[src/scb_defs.svh]
// Offsets, field positions, reset values and timing counts of the serial card board control.
`ifndef SCB_DEFS_SVH
`define SCB_DEFS_SVH

// ==========================================================
// Register offsets
`define SCB_OFS_ACCESS 3'h0
`define SCB_OFS_SPARE 3'h1
`define SCB_OFS_LAYOUT 3'h2
`define SCB_OFS_RESET 3'h3
`define SCB_OFS_IRQ_EN 3'h4
`define SCB_OFS_MODE 3'h5
`define SCB_OFS_CODE_LO 3'h6
`define SCB_OFS_CODE_HI 3'h7

// ==========================================================
// Field positions
`define SCB_BIT_ACCESS_EN 7
`define SCB_BIT_RAM_SEL 6
`define SCB_BIT_LAYOUT 7
`define SCB_BIT_IRQ_PEND 5
`define SCB_BIT_RST_STAT 4
`define SCB_BIT_IRQ_EN 6
`define SCB_BIT_LOCAL_LOOP 7
`define SCB_BIT_REMOTE_LOOP 6

// ==========================================================
// Reset values, constant read bits and controller window span
`define SCB_RST_ACCESS 8'h00
`define SCB_RST_LAYOUT 1'b0
`define SCB_RST_IRQ_EN 1'b0
`define SCB_RST_MODE 8'h00
`define SCB_FIX_ACCESS 8'h10
`define SCB_FIX_LAYOUT 8'h20
`define SCB_FIX_RESET 8'h08
`define SCB_CTRL_SPAN 18'h00100

// ==========================================================
// Timing
`define SCB_CLK_NS 4
`define SCB_DECAY_NS 1000
`define SCB_DECAY_CYC ((`SCB_DECAY_NS) / (`SCB_CLK_NS))
`define SCB_HOLD_NS 2000
`define SCB_HOLD_CYC (((`SCB_HOLD_NS) + (`SCB_CLK_NS) - 1) / (`SCB_CLK_NS))
`define SCB_RST_STEPS 8

`endif

[src/scb_pkg.sv]
// Types shared by the serial card board control.
package scb_pkg;
  typedef enum logic [0:0] {SCB_CHARGED, SCB_HOLDING} scb_rst_state_e;
  typedef logic [3:0] scb_mode_t;
endpackage

[src/scb_reset_gen.sv]
// Board reset generator that asserts after a series of discharge writes.
`timescale 1ns/100ps
`include "scb_defs.svh"

module scb_reset_gen
  import scb_pkg::*;
#(
  parameter int STEPS = `SCB_RST_STEPS,
  parameter int DECAY_CYC = `SCB_DECAY_CYC,
  parameter int HOLD_CYC = `SCB_HOLD_CYC
)
(
  input wire logic clk_in,         // Board clock.
  input wire logic rst_in,         // Synchronous reset, active high.
  input wire logic clk_en_in,      // Freezes all state while low.
  input wire logic step_in,        // One discharge step per pulse.
  output logic active_out,         // On-board reset active.
  output logic ctrl_rst_n_out      // Controller reset, active low.
);

  // ==========================================================
  // Charge level and hold timer
  // The level leaks back down slowly, so isolated writes never reach the threshold.
  scb_rst_state_e state, next_state;
  logic [7:0] level, next_level;
  logic [15:0] timer, next_timer;

  always_comb
  begin
    next_state = state;
    next_level = level;
    next_timer = timer;
    unique case (state)
      SCB_CHARGED:
      begin
        if (step_in)
        begin
          next_timer = 16'h0000;
          if (level >= 8'(STEPS - 1))
          begin
            next_state = SCB_HOLDING;
            next_timer = 16'h0000;
          end
          else
          begin
            next_level = level + 8'h01;
          end
        end
        else if (level != 8'h00)
        begin
          if (timer >= 16'(DECAY_CYC - 1))
          begin
            next_level = level - 8'h01;
            next_timer = 16'h0000;
          end
          else
          begin
            next_timer = timer + 16'h0001;
          end
        end
      end
      SCB_HOLDING:
      begin
        if (timer >= 16'(HOLD_CYC - 1))
        begin
          next_state = SCB_CHARGED;
          next_level = 8'h00;
          next_timer = 16'h0000;
        end
        else
        begin
          next_timer = timer + 16'h0001;
        end
      end
    endcase
  end

  always_ff @(posedge clk_in)
  begin
    if (rst_in)
    begin
      state <= SCB_CHARGED;
      level <= 8'h00;
      timer <= 16'h0000;
      active_out <= 1'b0;
      ctrl_rst_n_out <= 1'b1;
    end
    else if (clk_en_in)
    begin
      state <= next_state;
      level <= next_level;
      timer <= next_timer;
      active_out <= (next_state == SCB_HOLDING);
      ctrl_rst_n_out <= (next_state != SCB_HOLDING);
    end
  end
endmodule

[src/scb_board_ctrl.sv]
// Control and status register bank of the single-channel serial card.
`timescale 1ns/100ps
`include "scb_defs.svh"

// Operation
// - Access enable bit gates host window accesses; cleared at reset.
// - Select bit routes window to RAM when set, first 256 bytes to controller when clear.
// - Four page bits choose one of sixteen 16K pages via window address.
// - Interrupt enable gates the host interrupt; cleared at reset.
// - Pending status reads 0 while the controller interrupt is pending.
// - Reset status reads 0 while the on-board reset is active.
// - Line mode field clears at reset; code zero tri-states all lines.
// - Mode codes 2,4,5,A,B,D,E,F select the listed line interfaces.
// - Line termination only in 530, 530A, terminated 485 and V.35.
// - Security code is a fixed read-only 16-bit value over two bytes.
// - Layout bit picks 256K linear block or sixteen 16K pages; clears.
// - Each write to offset 3 outside the reset hold steps toward controller reset.
// - Controller port 5 selects line timing source, 0 own, 1 received.
// - Controller window offset bit 6 drives data/control, bit 7 serial/DMA.
// - Registers occupy eight consecutive byte locations.
// - With controller access off, first 256 window bytes are RAM.
module scb_board_ctrl
  import scb_pkg::*;
#(
  parameter logic [15:0] SECURITY_CODE = 16'h5a3c, // Arbitrary value.
  parameter int RST_STEPS = `SCB_RST_STEPS,
  parameter int RST_DECAY_CYC = `SCB_DECAY_CYC,
  parameter int RST_HOLD_CYC = `SCB_HOLD_CYC
)
(
  input wire logic REF_CLK_IN,              // Board clock, 250 MHz.
  input wire logic SYS_RST_IN,              // Synchronous reset, active high.
  input wire logic CLK_EN_IN,               // Freezes all state while low.
  input wire logic [2:0] IO_ADDR_IN,        // I/O byte offset.
  input wire logic IO_WR_IN,                // I/O write strobe.
  input wire logic IO_RD_IN,                // I/O read strobe.
  input wire logic [7:0] IO_WDATA_IN,       // I/O write data.
  output logic [7:0] IO_RDATA_OUT,          // I/O read data.
  input wire logic HOST_WIN_REQ_IN,         // Host window access request.
  input wire logic [17:0] HOST_WIN_ADDR_IN, // Host window offset.
  output logic RAM_CS_OUT,                  // On-board RAM select.
  output logic [17:0] RAM_ADDR_OUT,         // On-board RAM address.
  output logic [4:0] WINDOW_PAGE_ADDR_OUT,  // Window address bits 18..14.
  output logic CTRL_CS_OUT,                 // Controller register select.
  output logic CTRL_DC_OUT,                 // Controller data/control select.
  output logic CTRL_SD_OUT,                 // Controller serial/DMA select.
  output logic LINEAR_MODE_OUT,             // Linear window layout active.
  input wire logic CTRL_IRQ_N_IN,           // Controller interrupt, active low.
  output logic HOST_IRQ_OUT,                // Host interrupt request.
  output logic CTRL_RESET_N_OUT,            // Controller reset, active low.
  output logic [3:0] LINE_MODE_OUT,         // Transceiver mode code.
  output logic LINE_DRV_EN_OUT,             // Line drivers enabled.
  output logic LINE_TERM_EN_OUT,            // Line termination enabled.
  output logic LOCAL_LOOP_OUT,              // Local loopback request.
  output logic REMOTE_LOOP_OUT,             // Remote loopback request.
  input wire logic CTRL_PORT5_IN,           // Controller port 5.
  input wire logic CTRL_PORT6_IN,           // Controller port 6.
  input wire logic CTRL_PORT7_IN,           // Controller port 7.
  input wire logic LINE_RI_IN,              // Line ring indicator.
  input wire logic LINE_DSR_IN,             // Line data set ready.
  output logic TX_TIMING_SEL_OUT,           // 1 selects received transmit clock.
  output logic LINE_RTS_OUT,                // Line request to send.
  output logic LINE_DTR_OUT,                // Line terminal ready.
  output logic TX_REQUEST_INPUT_OUT,        // Controller transmit request input.
  output logic RX_REQUEST_INPUT_OUT         // Controller receive request input.
);

  // ==========================================================
  // Pin synchronisers
  // A change counts once stages two and three agree, filtering a one-cycle glitch for one more cycle of delay.
  localparam int NPIN = 6;
  logic [NPIN-1:0] pin_raw, pin_s1, pin_s2, pin_s3, pin_ok;

  assign pin_raw = {CTRL_IRQ_N_IN, LINE_DSR_IN, LINE_RI_IN, CTRL_PORT7_IN, CTRL_PORT6_IN, CTRL_PORT5_IN};
  genvar gi;
  generate
    for (gi = 0; gi < NPIN; gi++)
    begin : g_sync
      always_ff @(posedge REF_CLK_IN)
      begin
        if (SYS_RST_IN)
        begin
          pin_s1[gi] <= 1'b1;
          pin_s2[gi] <= 1'b1;
          pin_s3[gi] <= 1'b1;
          pin_ok[gi] <= 1'b1;
        end
        else if (CLK_EN_IN)
        begin
          pin_s1[gi] <= pin_raw[gi];
          pin_s2[gi] <= pin_s1[gi];
          pin_s3[gi] <= pin_s2[gi];
          if (pin_s2[gi] == pin_s3[gi])
            pin_ok[gi] <= pin_s3[gi];
        end
      end
    end
  endgenerate

  logic port5_ok, port6_ok, port7_ok, ri_ok, dsr_ok, irq_n_ok;
  assign {irq_n_ok, dsr_ok, ri_ok, port7_ok, port6_ok, port5_ok} = pin_ok;

  // ==========================================================
  // Register file
  logic access_en, next_access_en;
  logic ram_sel, next_ram_sel;
  logic [3:0] page, next_page;
  logic linear, next_linear;
  logic irq_en, next_irq_en;
  logic local_loop, next_local_loop;
  logic remote_loop, next_remote_loop;
  scb_mode_t mode, next_mode;
  logic [7:0] next_rdata;
  logic reset_step;
  logic board_rst_active;

  always_comb
  begin
    next_access_en = access_en;
    next_ram_sel = ram_sel;
    next_page = page;
    next_linear = linear;
    next_irq_en = irq_en;
    next_local_loop = local_loop;
    next_remote_loop = remote_loop;
    next_mode = mode;
    next_rdata = IO_RDATA_OUT;
    reset_step = 1'b0;
    if (IO_WR_IN)
    begin
      unique case (IO_ADDR_IN)
        `SCB_OFS_ACCESS:
        begin
          next_access_en = IO_WDATA_IN[`SCB_BIT_ACCESS_EN];
          next_ram_sel = IO_WDATA_IN[`SCB_BIT_RAM_SEL];
          next_page = IO_WDATA_IN[3:0];
        end
        `SCB_OFS_LAYOUT: next_linear = IO_WDATA_IN[`SCB_BIT_LAYOUT];
        `SCB_OFS_RESET: reset_step = 1'b1;
        `SCB_OFS_IRQ_EN: next_irq_en = IO_WDATA_IN[`SCB_BIT_IRQ_EN];
        `SCB_OFS_MODE:
        begin
          next_local_loop = IO_WDATA_IN[`SCB_BIT_LOCAL_LOOP];
          next_remote_loop = IO_WDATA_IN[`SCB_BIT_REMOTE_LOOP];
          next_mode = IO_WDATA_IN[3:0];
        end
        default: ;
      endcase
    end
    if (IO_RD_IN)
    begin
      unique case (IO_ADDR_IN)
        `SCB_OFS_ACCESS: next_rdata = `SCB_FIX_ACCESS | {access_en, ram_sel, 2'b00, page};
        `SCB_OFS_SPARE: next_rdata = 8'h00;
        `SCB_OFS_LAYOUT: next_rdata = `SCB_FIX_LAYOUT | {linear, 7'h00};
        `SCB_OFS_RESET: next_rdata = `SCB_FIX_RESET | {2'b00, irq_n_ok, !board_rst_active, 4'h0};
        `SCB_OFS_IRQ_EN: next_rdata = {1'b0, irq_en, 6'h00};
        `SCB_OFS_MODE: next_rdata = {local_loop, remote_loop, 2'b00, mode};
        `SCB_OFS_CODE_LO: next_rdata = SECURITY_CODE[7:0];
        `SCB_OFS_CODE_HI: next_rdata = SECURITY_CODE[15:8];
      endcase
    end
  end

  always_ff @(posedge REF_CLK_IN)
  begin
    if (SYS_RST_IN)
    begin
      access_en <= 1'((`SCB_RST_ACCESS) >> `SCB_BIT_ACCESS_EN);
      ram_sel <= 1'b0;
      page <= 4'h0;
      linear <= `SCB_RST_LAYOUT;
      irq_en <= `SCB_RST_IRQ_EN;
      local_loop <= 1'b0;
      remote_loop <= 1'b0;
      mode <= 4'(`SCB_RST_MODE);
      IO_RDATA_OUT <= 8'h00;
    end
    else if (CLK_EN_IN)
    begin
      access_en <= next_access_en;
      ram_sel <= next_ram_sel;
      page <= next_page;
      linear <= next_linear;
      irq_en <= next_irq_en;
      local_loop <= next_local_loop;
      remote_loop <= next_remote_loop;
      mode <= next_mode;
      IO_RDATA_OUT <= next_rdata;
    end
  end

  // ==========================================================
  // Board reset generator
  scb_reset_gen #(
    .STEPS(RST_STEPS),
    .DECAY_CYC(RST_DECAY_CYC),
    .HOLD_CYC(RST_HOLD_CYC)
  ) u_reset_gen (
    .clk_in(REF_CLK_IN),
    .rst_in(SYS_RST_IN),
    .clk_en_in(CLK_EN_IN),
    .step_in(reset_step),
    .active_out(board_rst_active),
    .ctrl_rst_n_out(CTRL_RESET_N_OUT)
  );

  // ==========================================================
  // Line mode decode
  function automatic logic mode_valid(input scb_mode_t m);
    mode_valid = (m == 4'h2) || (m == 4'h4) || (m == 4'h5) || (m >= 4'ha && m != 4'hc);
  endfunction
  function automatic logic mode_term(input scb_mode_t m);
    mode_term = (m == 4'h4) || (m == 4'hd) || (m == 4'he) || (m == 4'hf);
  endfunction

  // ==========================================================
  // Window routing and pin outputs
  // Outputs are registered so each port comes from a flip-flop; window selects trail the request by one cycle.
  logic in_ctrl_span;
  logic [3:0] eff_page;
  logic next_ram_cs, next_ctrl_cs, next_irq;

  always_comb
  begin
    in_ctrl_span = (HOST_WIN_ADDR_IN < `SCB_CTRL_SPAN);
    eff_page = linear ? HOST_WIN_ADDR_IN[17:14] : page;
    next_ram_cs = HOST_WIN_REQ_IN && access_en && (ram_sel || !in_ctrl_span);
    next_ctrl_cs = HOST_WIN_REQ_IN && access_en && !ram_sel && in_ctrl_span;
    next_irq = irq_en && !irq_n_ok;
  end

  always_ff @(posedge REF_CLK_IN)
  begin
    if (SYS_RST_IN)
    begin
      RAM_CS_OUT <= 1'b0;
      RAM_ADDR_OUT <= 18'h00000;
      WINDOW_PAGE_ADDR_OUT <= 5'h00;
      CTRL_CS_OUT <= 1'b0;
      CTRL_DC_OUT <= 1'b0;
      CTRL_SD_OUT <= 1'b0;
      LINEAR_MODE_OUT <= 1'b0;
      HOST_IRQ_OUT <= 1'b0;
      LINE_MODE_OUT <= 4'h0;
      LINE_DRV_EN_OUT <= 1'b0;
      LINE_TERM_EN_OUT <= 1'b0;
      LOCAL_LOOP_OUT <= 1'b0;
      REMOTE_LOOP_OUT <= 1'b0;
      TX_TIMING_SEL_OUT <= 1'b0;
      LINE_RTS_OUT <= 1'b0;
      LINE_DTR_OUT <= 1'b0;
      TX_REQUEST_INPUT_OUT <= 1'b0;
      RX_REQUEST_INPUT_OUT <= 1'b0;
    end
    else if (CLK_EN_IN)
    begin
      RAM_CS_OUT <= next_ram_cs;
      RAM_ADDR_OUT <= {eff_page, HOST_WIN_ADDR_IN[13:0]};
      WINDOW_PAGE_ADDR_OUT <= {1'b0, eff_page};
      CTRL_CS_OUT <= next_ctrl_cs;
      CTRL_DC_OUT <= HOST_WIN_ADDR_IN[6];
      CTRL_SD_OUT <= HOST_WIN_ADDR_IN[7];
      LINEAR_MODE_OUT <= linear;
      HOST_IRQ_OUT <= next_irq;
      LINE_MODE_OUT <= mode_valid(mode) ? mode : 4'h0;
      LINE_DRV_EN_OUT <= mode_valid(mode);
      LINE_TERM_EN_OUT <= mode_term(mode);
      LOCAL_LOOP_OUT <= local_loop;
      REMOTE_LOOP_OUT <= remote_loop;
      TX_TIMING_SEL_OUT <= port5_ok;
      LINE_RTS_OUT <= port7_ok;
      LINE_DTR_OUT <= port6_ok;
      TX_REQUEST_INPUT_OUT <= ri_ok;
      RX_REQUEST_INPUT_OUT <= dsr_ok;
    end
  end
endmodule

[config.mk]
export PLATFORM = sky130hd
export DESIGN_NAME = scb_board_ctrl
export DESIGN_NICKNAME = d
export VERILOG_FILES = /design/src/scb_pkg.sv /design/src/scb_reset_gen.sv /design/src/scb_board_ctrl.sv
export VERILOG_INCLUDE_DIRS = /design/src
export SDC_FILE = /design/constraint.sdc
export NUM_CORES = 1
export LEC_CHECK = 0
export ABC_AREA = 0
export ABC_CLOCK_PERIOD_IN_PS = 3300
export CAP_MARGIN = 5
export CORE_ASPECT_RATIO = 0.5
export CORE_MARGIN = 5
export CORE_UTILIZATION = 60
export DETAILED_ROUTE_END_ITERATION = 6
export DONT_BUFFER_PORTS = 1
export GPL_TIMING_DRIVEN = 0
export HOLD_SLACK_MARGIN = 0.05
export PLACE_DENSITY = 0.76
export SYNTH_ARGS = -nofsm -noshare
export SYNTH_HDL_FRONTEND = slang
export SYNTH_SLANG_ARGS = --single-unit
[constraint.sdc]
create_clock -name REF_CLK_IN -period 3.3 [get_ports REF_CLK_IN]
set_input_delay 0.165 -clock REF_CLK_IN [delete_from_list [all_inputs] [get_ports REF_CLK_IN]]
set_output_delay 0.165 -clock REF_CLK_IN [all_outputs]
set_load 0.05 [all_outputs]
==> results of run 1 <==
-- registers in the layout (all words and copies together) (netlist names), 6 cells and up --
register / cells
IO_RDATA_OUT: 8
RAM_ADDR_OUT: 18
pin_s1: 6
pin_s2: 6
pin_s3: 6
u_reset_gen.level: 8
u_reset_gen.timer: 16
-- per-stage QoR --
stage	cells	total power [mW]
5_1_grt	681	2.946
4_1_cts	681	2.851
3_5_place_dp	639	1.745
3_3_place_gp	639	1.736
2_1_floorplan	531	1.687
6_report	681	2.843
-- metal layers --
| metal | vias to the layer above | track usage |
|---|---|---|
| met5 | - | 0 |
| met4 | 0 | 0.06369 |
| met3 | 16 | 0.09488 |
| met2 | 112 | 0.3932 |
| met1 | 1807 | 0.2778 |
| li1 | 1928 | - |
-- area by class of cell --
cell class | count | area, µm²
sequential | 107 | 2142
fill | 571 | 2057
clock buffer | 11 | 242.7
multi-input combinational | 370 | 2307
timing repair buffer | 27 | 270.3
clock inverter | 4 | 58.81
buffer | 37 | 182.7
tap | 108 | 135.1
inverter | 17 | 63.81
-- worst paths after layout --
check	slack, ns	from	to	depth (start not counted)
hold reg to reg	0.46	pin_s3[5]	pin_s3[5]	2
setup reg to reg	1.01	u_reset_gen.timer[1]	u_reset_gen.level[7]	7
setup / recovery	1.01	u_reset_gen.timer[1]	u_reset_gen.level[7]	7
hold / removal	0.07	HOST_WIN_ADDR_IN[16]	RAM_ADDR_OUT[16]	2
-- power by group through the flow --
stage | Clock (mW) | Combinational (mW) | Sequential (mW)
after floorplan | 0 | 0.214 | 1.47
after global placement | 0 | 0.252 | 1.48
after detailed placement | 0 | 0.259 | 1.49
after CTS | 1.11 | 0.288 | 1.46
after global routing | 1.16 | 0.323 | 1.46
final | 1.10 | 0.291 | 1.46
-- timing repair --
item                                   in CTS  in global routing
setup buffers                               0                  0
endpoints found under the hold margin      36                  0
hold buffers                               27                  0
-- worst max-delay path: stages, from the launching register on --
cell     delay [ns]
dfxtp_1        0.40
inv_1          0.10
ha_1           0.19
o311a_1        0.32
nor4_1         0.41
nor3_1         0.24
and4_1         0.20
a311o_1        0.31
-- kinds of logic after synthesis --
family,after synthesis
multiplexers,53
AND/OR/NAND/NOR,189
other,1
buffers and inverters,54
flip-flops,107
XOR/XNOR,14
AO/OA/AOI/OAI,103
adder cells (fa/ha/maj),10
-- cell usage in the layout, fill, tap and decap left out, types with 4 or more instances in the layout --
cell           count
a21oi_1           46
nand4_1            5
inv_1             17
a22oi_1            5
nor3_1            13
buf_2              5
xor2_1             6
dlygate4sd3_1     27
nand2_1           34
ha_1               9
o21ai_0           20
and3_1             5
dfxtp_1          107
nand3_1           18
xnor2_1            8
nor4_1             7
a31oi_1            4
nand2b_1           8
nor2_1            81
mux2i_1           53
buf_4              8
clkbuf_1          22
clkbuf_16          9
a211oi_1           8
==> impl_metrics.yaml, run 1 <==
critical_path:
  cp_max_fo: 6
  crit_type: "reg2reg"
  crit_required_ns: 3.53
  end_kind: "flip-flop"
  start_kind: "flip-flop"
  arrival_ns: 2.52
synth:
  synth_top_family_by_area: "simple AND/OR/NAND/NOR gates"
  yosys_warnings: 0
  synthArstFlopShare: 0
  yosys-top-cells-area: "dfxtp_1 46%, mux2i_1 11%, nor2_1 6.5%"
  synth-simple-area-share: 0.1897
  avgSynthCellArea_um2: 8.843
  synth_ff_type: "dfxtp_1"
  yosys.area.top_type: "dfxtp_1"
  synth_adder_area_share: 0.02638
  ys_seq_area_frac: 0.4562
  synthCells: 531
  synthXorXnorAreaFrac: 0.02611
  netlist.area_leader.share: 0.4562
  synth_edf_count: 0
  synth_area_um2: 4696
  synth_most_common_cell: "dfxtp_1"
  synth.distinct_cells: 53
  synth_mux_area_frac: 0.1130
  synth_compound_area_frac: 0.1354
  synthTopCellsByCount: "107 x dfxtp_1, 81 x nor2_1, 53 x mux2i_1"
  syn-num-nets: 581
  ys_ff_latch: 107
place:
  dp_slack_ns: 0.9004
  place.gp.congestion: 0.8505
  dpl-instance-area_um2: 4831
  numPortBuffers: 0
  dpl.hpwl_um: 7768
cts:
  clk-insertion-delay-late_ns: 0.35
  cts_resized: 0
  tritoncts: "built"
  cts_buffers: 9
  root_buffer: "clkbuf_16"
  clkTransAtPathRegs_ns: 0.07
  clockBufferDepth: 2
  htreeDepth: 3
  clock_sink_count: 107
outcome:
  status: "finished clean"
timing:
  setup_viol: 0
  fin_ws_ns: 1.014
  fin_worst_skew_ns: 0.006074
  slew_viol_final: 0
  hold_ws_ns: 0.06967
  timing.fmax_mhz: 437.5
  finalSetupTns_ns: 0
  finalHoldViolCount: 0
  min_period_ns: 2.286
  tightest_slew_ns: 0.7561
  rsz0062_at_grt: "no"
  slew_headroom: 0.4921
  min_period_over_period: 0.6927
finish:
  nets: 619
  design_area_um2: 5403
  postLayoutCoreUtil: 0.7243
  areaGrowthSynthToFinish_pct: 15.05
  diodes: 0
  layout-drive-gt1-share: 0.06632
drt:
  vias_per_cell: 5.673
  drt_pass1_iterations: 4
  wl_met2_um: 5295
  vias: 3863
  drcViolationCount: 0
  routed_wl_um: 11170
  top_layer: "met4"
  drt_iter0_markers: 276
  route.met3.wl_um: 910
  wl_per_cell_um: 16.41
  wl_met1_um: 4820
  ant_nets: 0
die:
  die_y_um: 72.56
  die-area_um2: 9803
  initial_utilization: 0.6295
  pin_count: 92
  die_w_um: 135.1
  design.core.area_um2: 7460
  rows: 22
global_routing:
  antenna_found_initial: 0
  grt_pass1_vias: 3660
  grt_usage: 0.2327
  grt_max_degree: 18
  grt_overflow: 0
  grt_first_pass_wirelength_um: 18130
job:
  maxCapViolCount: 0
power_and_ir_drop:
  ir_drop_mv: 0.4040
  p_clk_frac: 0.385
  p_int_mw: 2.073
  cellLeakagePower_nw: 2.138
  p_switching_mw: 0.7701
  swShare: 0.2709
  power.density_nw_per_um2: 526.2
  p_comb_frac: 0.102
  power_frac_seq: 0.512
hold_path:
  min_path_type: "in2reg"
No activity file was read; power rests on OpenSTA's default activity.
==> run 2, diff against run 1 <==
--- a/config.mk
+++ b/config.mk
@@ -7,7 +7,7 @@
 export NUM_CORES = 1
 export LEC_CHECK = 0
 export ABC_AREA = 0
-export ABC_CLOCK_PERIOD_IN_PS = 3300
+export ABC_CLOCK_PERIOD_IN_PS = 2400
 export CAP_MARGIN = 5
 export CORE_ASPECT_RATIO = 0.5
 export CORE_MARGIN = 5
==> constraint.sdc (replaced) <==
create_clock -name REF_CLK_IN -period 2.4 [get_ports REF_CLK_IN]
set_input_delay 0.12 -clock REF_CLK_IN [delete_from_list [all_inputs] [get_ports REF_CLK_IN]]
set_output_delay 0.12 -clock REF_CLK_IN [all_outputs]
set_load 0.05 [all_outputs]
==> run 2 against run 1 <==
  * Power grew 38%
  * Clock-buffer cell count unchanged
  * Utilization rose by 0.75 points
  * Clock skew is 0.0019 ns lower
==> impl_metrics.yaml, run 2 (same netlist as run 1, synthesis figures left out) <==
outcome:
  status: "finished clean"
die:
  die_w_um: 135.1
  pin_count: 92
  die_y_um: 72.56
  design.core.area_um2: 7460
  initial_utilization: 0.6295
  die-area_um2: 9803
  rows: 22
timing:
  finalHoldViolCount: 0
  min_period_ns: 2.218
  tightest_slew_ns: 0.7763
  setup_viol: 0
  slew_headroom: 0.4785
  timing.fmax_mhz: 450.8
  min_period_over_period: 0.9242
  slew_viol_final: 0
  rsz0062_at_grt: "no"
  hold_ws_ns: 0.06726
  fin_worst_skew_ns: 0.004198
  finalSetupTns_ns: 0
critical_path:
  crit_required_ns: 2.69
  max_stage_delay_ns: 0.66
  end_kind: "flip-flop"
  crit_type: "reg2reg"
  arrival_ns: 2.50
  start_kind: "flip-flop"
  cp_slowest_cell: "nor3_1"
  path_cells: "ha_1 -> o311ai_1 -> a21o_1 -> nor3_1 -> and4_1 -> a311o_1"
  critPathBufInv: 0
  cp_max_fo: 7
  critical_path.top_delay_family: "simple AND/OR/NAND/NOR gates"
cts:
  clk-insertion-delay-late_ns: 0.34
  clockBufferDepth: 2
  root_buffer: "clkbuf_16"
  clock_sink_count: 107
  htreeDepth: 3
  clkTransAtPathRegs_ns: 0.07
  post_cts.repair.setup_buffers: 0
  cts_buffers: 9
  tritoncts: "built"
finish:
  top_register: "RAM_ADDR_OUT"
  most-common-layout-cells: "107 x dfxtp_1, 81 x nor2_1, 53 x mux2i_1"
  reg.largest.list: "RAM_ADDR_OUT x18, u_reset_gen.timer x16"
  nets: 624
  diodes: 0
  layout-drive-gt1-share: 0.06747
  stdcell_count: 686
  largest_reg_flops: 18
  final_common_cell: "dfxtp_1"
  design_area_um2: 5459
  areaGrowthSynthToFinish_pct: 16.25
place:
  dpl-instance-area_um2: 4831
  dpl.hpwl_um: 7768
  place.gp.congestion: 0.8505
  dp_cells: 639
  numPortBuffers: 0
power_and_ir_drop:
  power_mw: 3.912
  power.density_nw_per_um2: 716.6
  ir_drop_mv: 0.5567
  cellLeakagePower_nw: 2.157
drt:
  wl_met1_um: 4897
  top_layer: "met4"
  vias: 3907
  vias_per_cell: 5.695
  drcViolationCount: 0
  route.met3.wl_um: 910
  wl_per_cell_um: 16.57
  wl_met2_um: 5396
  ant_nets: 0
  routed_wl_um: 11360
  drt_pass1_iterations: 5
  drt_iter0_markers: 251
hold_path:
  min_path_type: "in2reg"
global_routing:
  grt_max_degree: 18
  grt_pass1_vias: 3704
  grt_usage: 0.2361
  grt_overflow: 0
  antenna_found_initial: 0
  grt_first_pass_wirelength_um: 18370
job:
  maxCapViolCount: 0
-- run 2: cell type report --
class                           count  area [µm²]
Inverter                           17       63.81
Clock inverter                      4       58.81
Fill cell                         564        2001
Multi-Input combinational cell    370        2313
Tap cell                          108       135.1
Timing Repair Buffer               32       320.3
Sequential cell                   107        2142
Clock buffer                       11       242.7
Buffer                             37       182.7
-- run 2: per-layer routing --
metal | vias up | track usage
li1 | 1938 | -
met1 | 1842 | 0.2853
met2 | 108 | 0.4025
met3 | 19 | 0.08795
met4 | 0 | 0.06145
met5 | - | 0
-- run 2: final timing paths --
path	startpoint	end	slack (ns)	depth (start not counted)
worst max-delay path	u_reset_gen.timer[0]	u_reset_gen.level[7]	0.18	6
worst min-delay path	HOST_WIN_REQ_IN	RAM_CS_OUT	0.07	3
worst max register to register	u_reset_gen.timer[0]	u_reset_gen.level[7]	0.18	6
worst min register to register	pin_s3[5]	pin_s3[5]	0.46	2
-- run 2: worst min-delay path, delay by kind of cell --
family | cells | cell delay [ns]
and+or+nand+nor | 2 | 0.18
AOI/OAI and AO/OA | 1 | 0.06
-- run 2: report_power, final --
part	switching, mW	internal [mW]	total (mW)
logic	0.236	0.172	0.408
clock network	0.656	0.845	1.50
registers	0.165	1.84	2.00
-- run 2: timing repair --
| action | in CTS | in global routing |
|---|---|---|
| setup endpoints to repair | 0 | 11 |
| hold buffers | 32 | 0 |
| endpoints found under the hold margin | 41 | 0 |
| gates resized for setup | 0 | 1 |
-- run 2: stage by stage --
stage	setup slack [ns]	utilization
CTS	0.1176	0.7310
global route	0.06646	0.7318
finish	0.1819	0.7318
global placement	0.1311	0.6476
floorplan	0.2745	-
detailed placement	0.04538	0.6476
==> run 3, diff against run 2 <==
--- a/config.mk
+++ b/config.mk
@@ -7,16 +7,16 @@
 export NUM_CORES = 1
 export LEC_CHECK = 0
 export ABC_AREA = 0
-export ABC_CLOCK_PERIOD_IN_PS = 2400
+export ABC_CLOCK_PERIOD_IN_PS = 2000
 export CAP_MARGIN = 5
 export CORE_ASPECT_RATIO = 0.5
-export CORE_MARGIN = 5
-export CORE_UTILIZATION = 60
+export CORE_MARGIN = 2
+export CORE_UTILIZATION = 57
 export DETAILED_ROUTE_END_ITERATION = 6
 export DONT_BUFFER_PORTS = 1
 export GPL_TIMING_DRIVEN = 0
 export HOLD_SLACK_MARGIN = 0.05
-export PLACE_DENSITY = 0.76
+export PLACE_DENSITY = 0.75
 export SYNTH_ARGS = -nofsm -noshare
 export SYNTH_HDL_FRONTEND = slang
 export SYNTH_SLANG_ARGS = --single-unit
==> constraint.sdc (replaced) <==
create_clock -name REF_CLK_IN -period 2 [get_ports REF_CLK_IN]
set_input_delay 0.1 -clock REF_CLK_IN [delete_from_list [all_inputs] [get_ports REF_CLK_IN]]
set_output_delay 0.1 -clock REF_CLK_IN [all_outputs]
set_load 0.05 [all_outputs]
==> run 3 against run 2 <==
  * Clock skew rose by 0.0034 ns
  * Sequential cell count unchanged
  * Register-to-register slack got worse by 0.14 ns
  * Final area increased by 5.1%
  * Die area fell by 7.9%
  * Clock-buffer cell count decreased by 1
  * Via count rose by 2.9%
  * Non-clock buffer count up 9
  * Cell count rose by 2.0%
  * First-iteration DRC count is 6.8% higher
==> impl_metrics.yaml, run 3 (same netlist as run 1, synthesis figures left out) <==
outcome:
  status: "finished clean"
finish:
  largest_reg_flops: 18
  multi_input_area_um2: 2476
  top_register: "RAM_ADDR_OUT"
  nets: 633
  areaGrowthSynthToFinish_pct: 22.20
  reg.largest.list: "RAM_ADDR_OUT x18, u_reset_gen.timer x16"
  diodes: 0
  final-seq-area_um2: 2161
  most-common-layout-cells: "98 x dfxtp_1, 74 x nor2_1, 53 x mux2i_1"
  layout-drive-gt1-share: 0.1463
  final_common_cell: "dfxtp_1"
  nFillCells: 632
  stdcell_count: 700
hold_path:
  hold_end: "linear"
  hp-start: "IO_WR_IN"
  worstHoldPathCells: 3
  min_path_type: "in2reg"
global_routing:
  antenna_found_initial: 0
  grt_overflow: 0
  gr-usage-met3: 0.08148
  grt_pass1_vias: 3772
  grt_usage: 0.2602
  grt-busiest-layer: "met2"
  grt_use_met2: 0.4650
  grt_first_pass_wirelength_um: 18300
  grt_max_degree: 20
  grt_util_met1: 0.3028
timing:
  rsz0062_at_grt: "yes"
  finalSetupTns_ns: 0
  tightest_slew_ns: 0.7959
  slew_viol_final: 0
  min_period_over_period: 0.9777
  timing.fmax_mhz: 511.4
  min_period_ns: 1.955
  fin_ws_ns: 0.04462
  setup_viol: 0
  finalHoldViolCount: 0
  fin_worst_skew_ns: 0.007587
  slew_headroom: 0.4645
drt:
  drt_iter0_markers: 268
  drt_pass1_iterations: 4
  vias: 4019
  drcViolationCount: 0
  vias_per_cell: 5.741
  ant_nets: 0
  wl_per_cell_um: 16.60
  routed_wl_um: 11620
critical_path:
  arrival_ns: 2.24
  end_kind: "flip-flop"
  reg2regPathDepth: 9
  crit_type: "reg2reg"
  r2r-end: "u_reset_gen.timer[7]"
  timing.rr.start: "u_reset_gen.timer[1]"
  rrSetupSlack_ns: 0.04
  cp_max_fo: 8
  start_kind: "flip-flop"
  crit_required_ns: 2.28
place:
  numPortBuffers: 0
  place.gp.congestion: 0.8190
  dp_cells: 643
  dpl.hpwl_um: 7643
  dp_slack_ns: -0.2406
die:
  die_w_um: 132.4
  pin_count: 92
  initial_utilization: 0.5870
  die_y_um: 68.18
  rows: 23
  design.core.area_um2: 8000
  die-area_um2: 9024
cts:
  clk-insertion-delay-late_ns: 0.35
  cts_buffers: 9
  clockBufferDepth: 2
  htreeDepth: 3
  clock_sink_count: 107
  root_buffer: "clkbuf_16"
  clkTransAtPathRegs_ns: 0.07
  tritoncts: "built"
power_and_ir_drop:
  ir_drop_mv: 0.5081
  cellLeakagePower_nw: 2.221
  power.density_nw_per_um2: 822.0
job:
  maxCapViolCount: 0
-- run 3: repair_timing --
action                                  CTS  global route
hold endpoints to repair                 49             0
resized for setup                        16            40
pin swaps                                 2            19
setup buffers                             1             8
cloned                                    0             1
hold buffers                             33             0
endpoints found under the setup margin   18            16
-- run 3: worst max path at each step --
stage                               startpoint                    to  slack (ns)  cells past startpoint
final                     u_reset_gen.timer[1]  u_reset_gen.timer[7]        0.04                      9
after global routing      u_reset_gen.timer[1]  u_reset_gen.timer[5]       -0.04                      9
after CTS                 u_reset_gen.timer[5]  u_reset_gen.level[0]      0.0002                      7
after detailed placement  u_reset_gen.timer[1]  u_reset_gen.level[7]       -0.24                      7
after global placement    u_reset_gen.timer[1]  u_reset_gen.level[7]       -0.23                      7
after floorplan                  IO_ADDR_IN[2]  u_reset_gen.level[7]      0.0004                     10
-- run 3: layout make-up --
class / instances / share of cell area
sequential: 107 / 0.3766
buffer: 35 / 0.03249
inverter: 17 / 0.01199
timing repair buffer: 43 / 0.07196
tap: 112 / 0.02442
clock inverter: 6 / 0.009376
clock buffer: 10 / 0.04165
multi-input combinational: 370 / 0.4315
-- run 3: worst max-delay path: stages (launching register included) --
cell and delay, ns:
dfxtp_4 0.36, inv_4 0.06, ha_4 0.12, inv_2 0.02, o311a_1 0.36, nor4_4 0.37
a21oi_1 0.07, a21o_2 0.28, buf_8 0.17, nor2_4 0.07
-- run 3: layer usage --
metal | vias to the layer above | routed length, µm
met5 | - | 0
met4 | 0 | 195
li1 | 1956 | -
met3 | 18 | 773
met1 | 1928 | 4959
met2 | 117 | 5695
-- run 3: stage by stage --
stage | instance area, µm² | util | total power, mW | hold WS [ns]
2_1_floorplan | 4736 | - | 2.791 | 0.2284
3_3_place_gp | 4876 | 0.6095 | 2.875 | 0.2295
3_5_place_dp | 4876 | 0.6095 | 2.887 | 0.2351
4_1_cts | 5552 | 0.6939 | 4.679 | 0.06413
5_1_grt | 5738 | 0.7172 | 4.887 | 0.09888
6_report | 5738 | 0.7172 | 4.716 | 0.07026
-- run 3: power breakdown --
group,internal [mW],leakage (nW),switching [mW]
sequential,2.21,0.878,0.199
clock,0.906,0.147,0.837
combinational,0.254,1.20,0.315
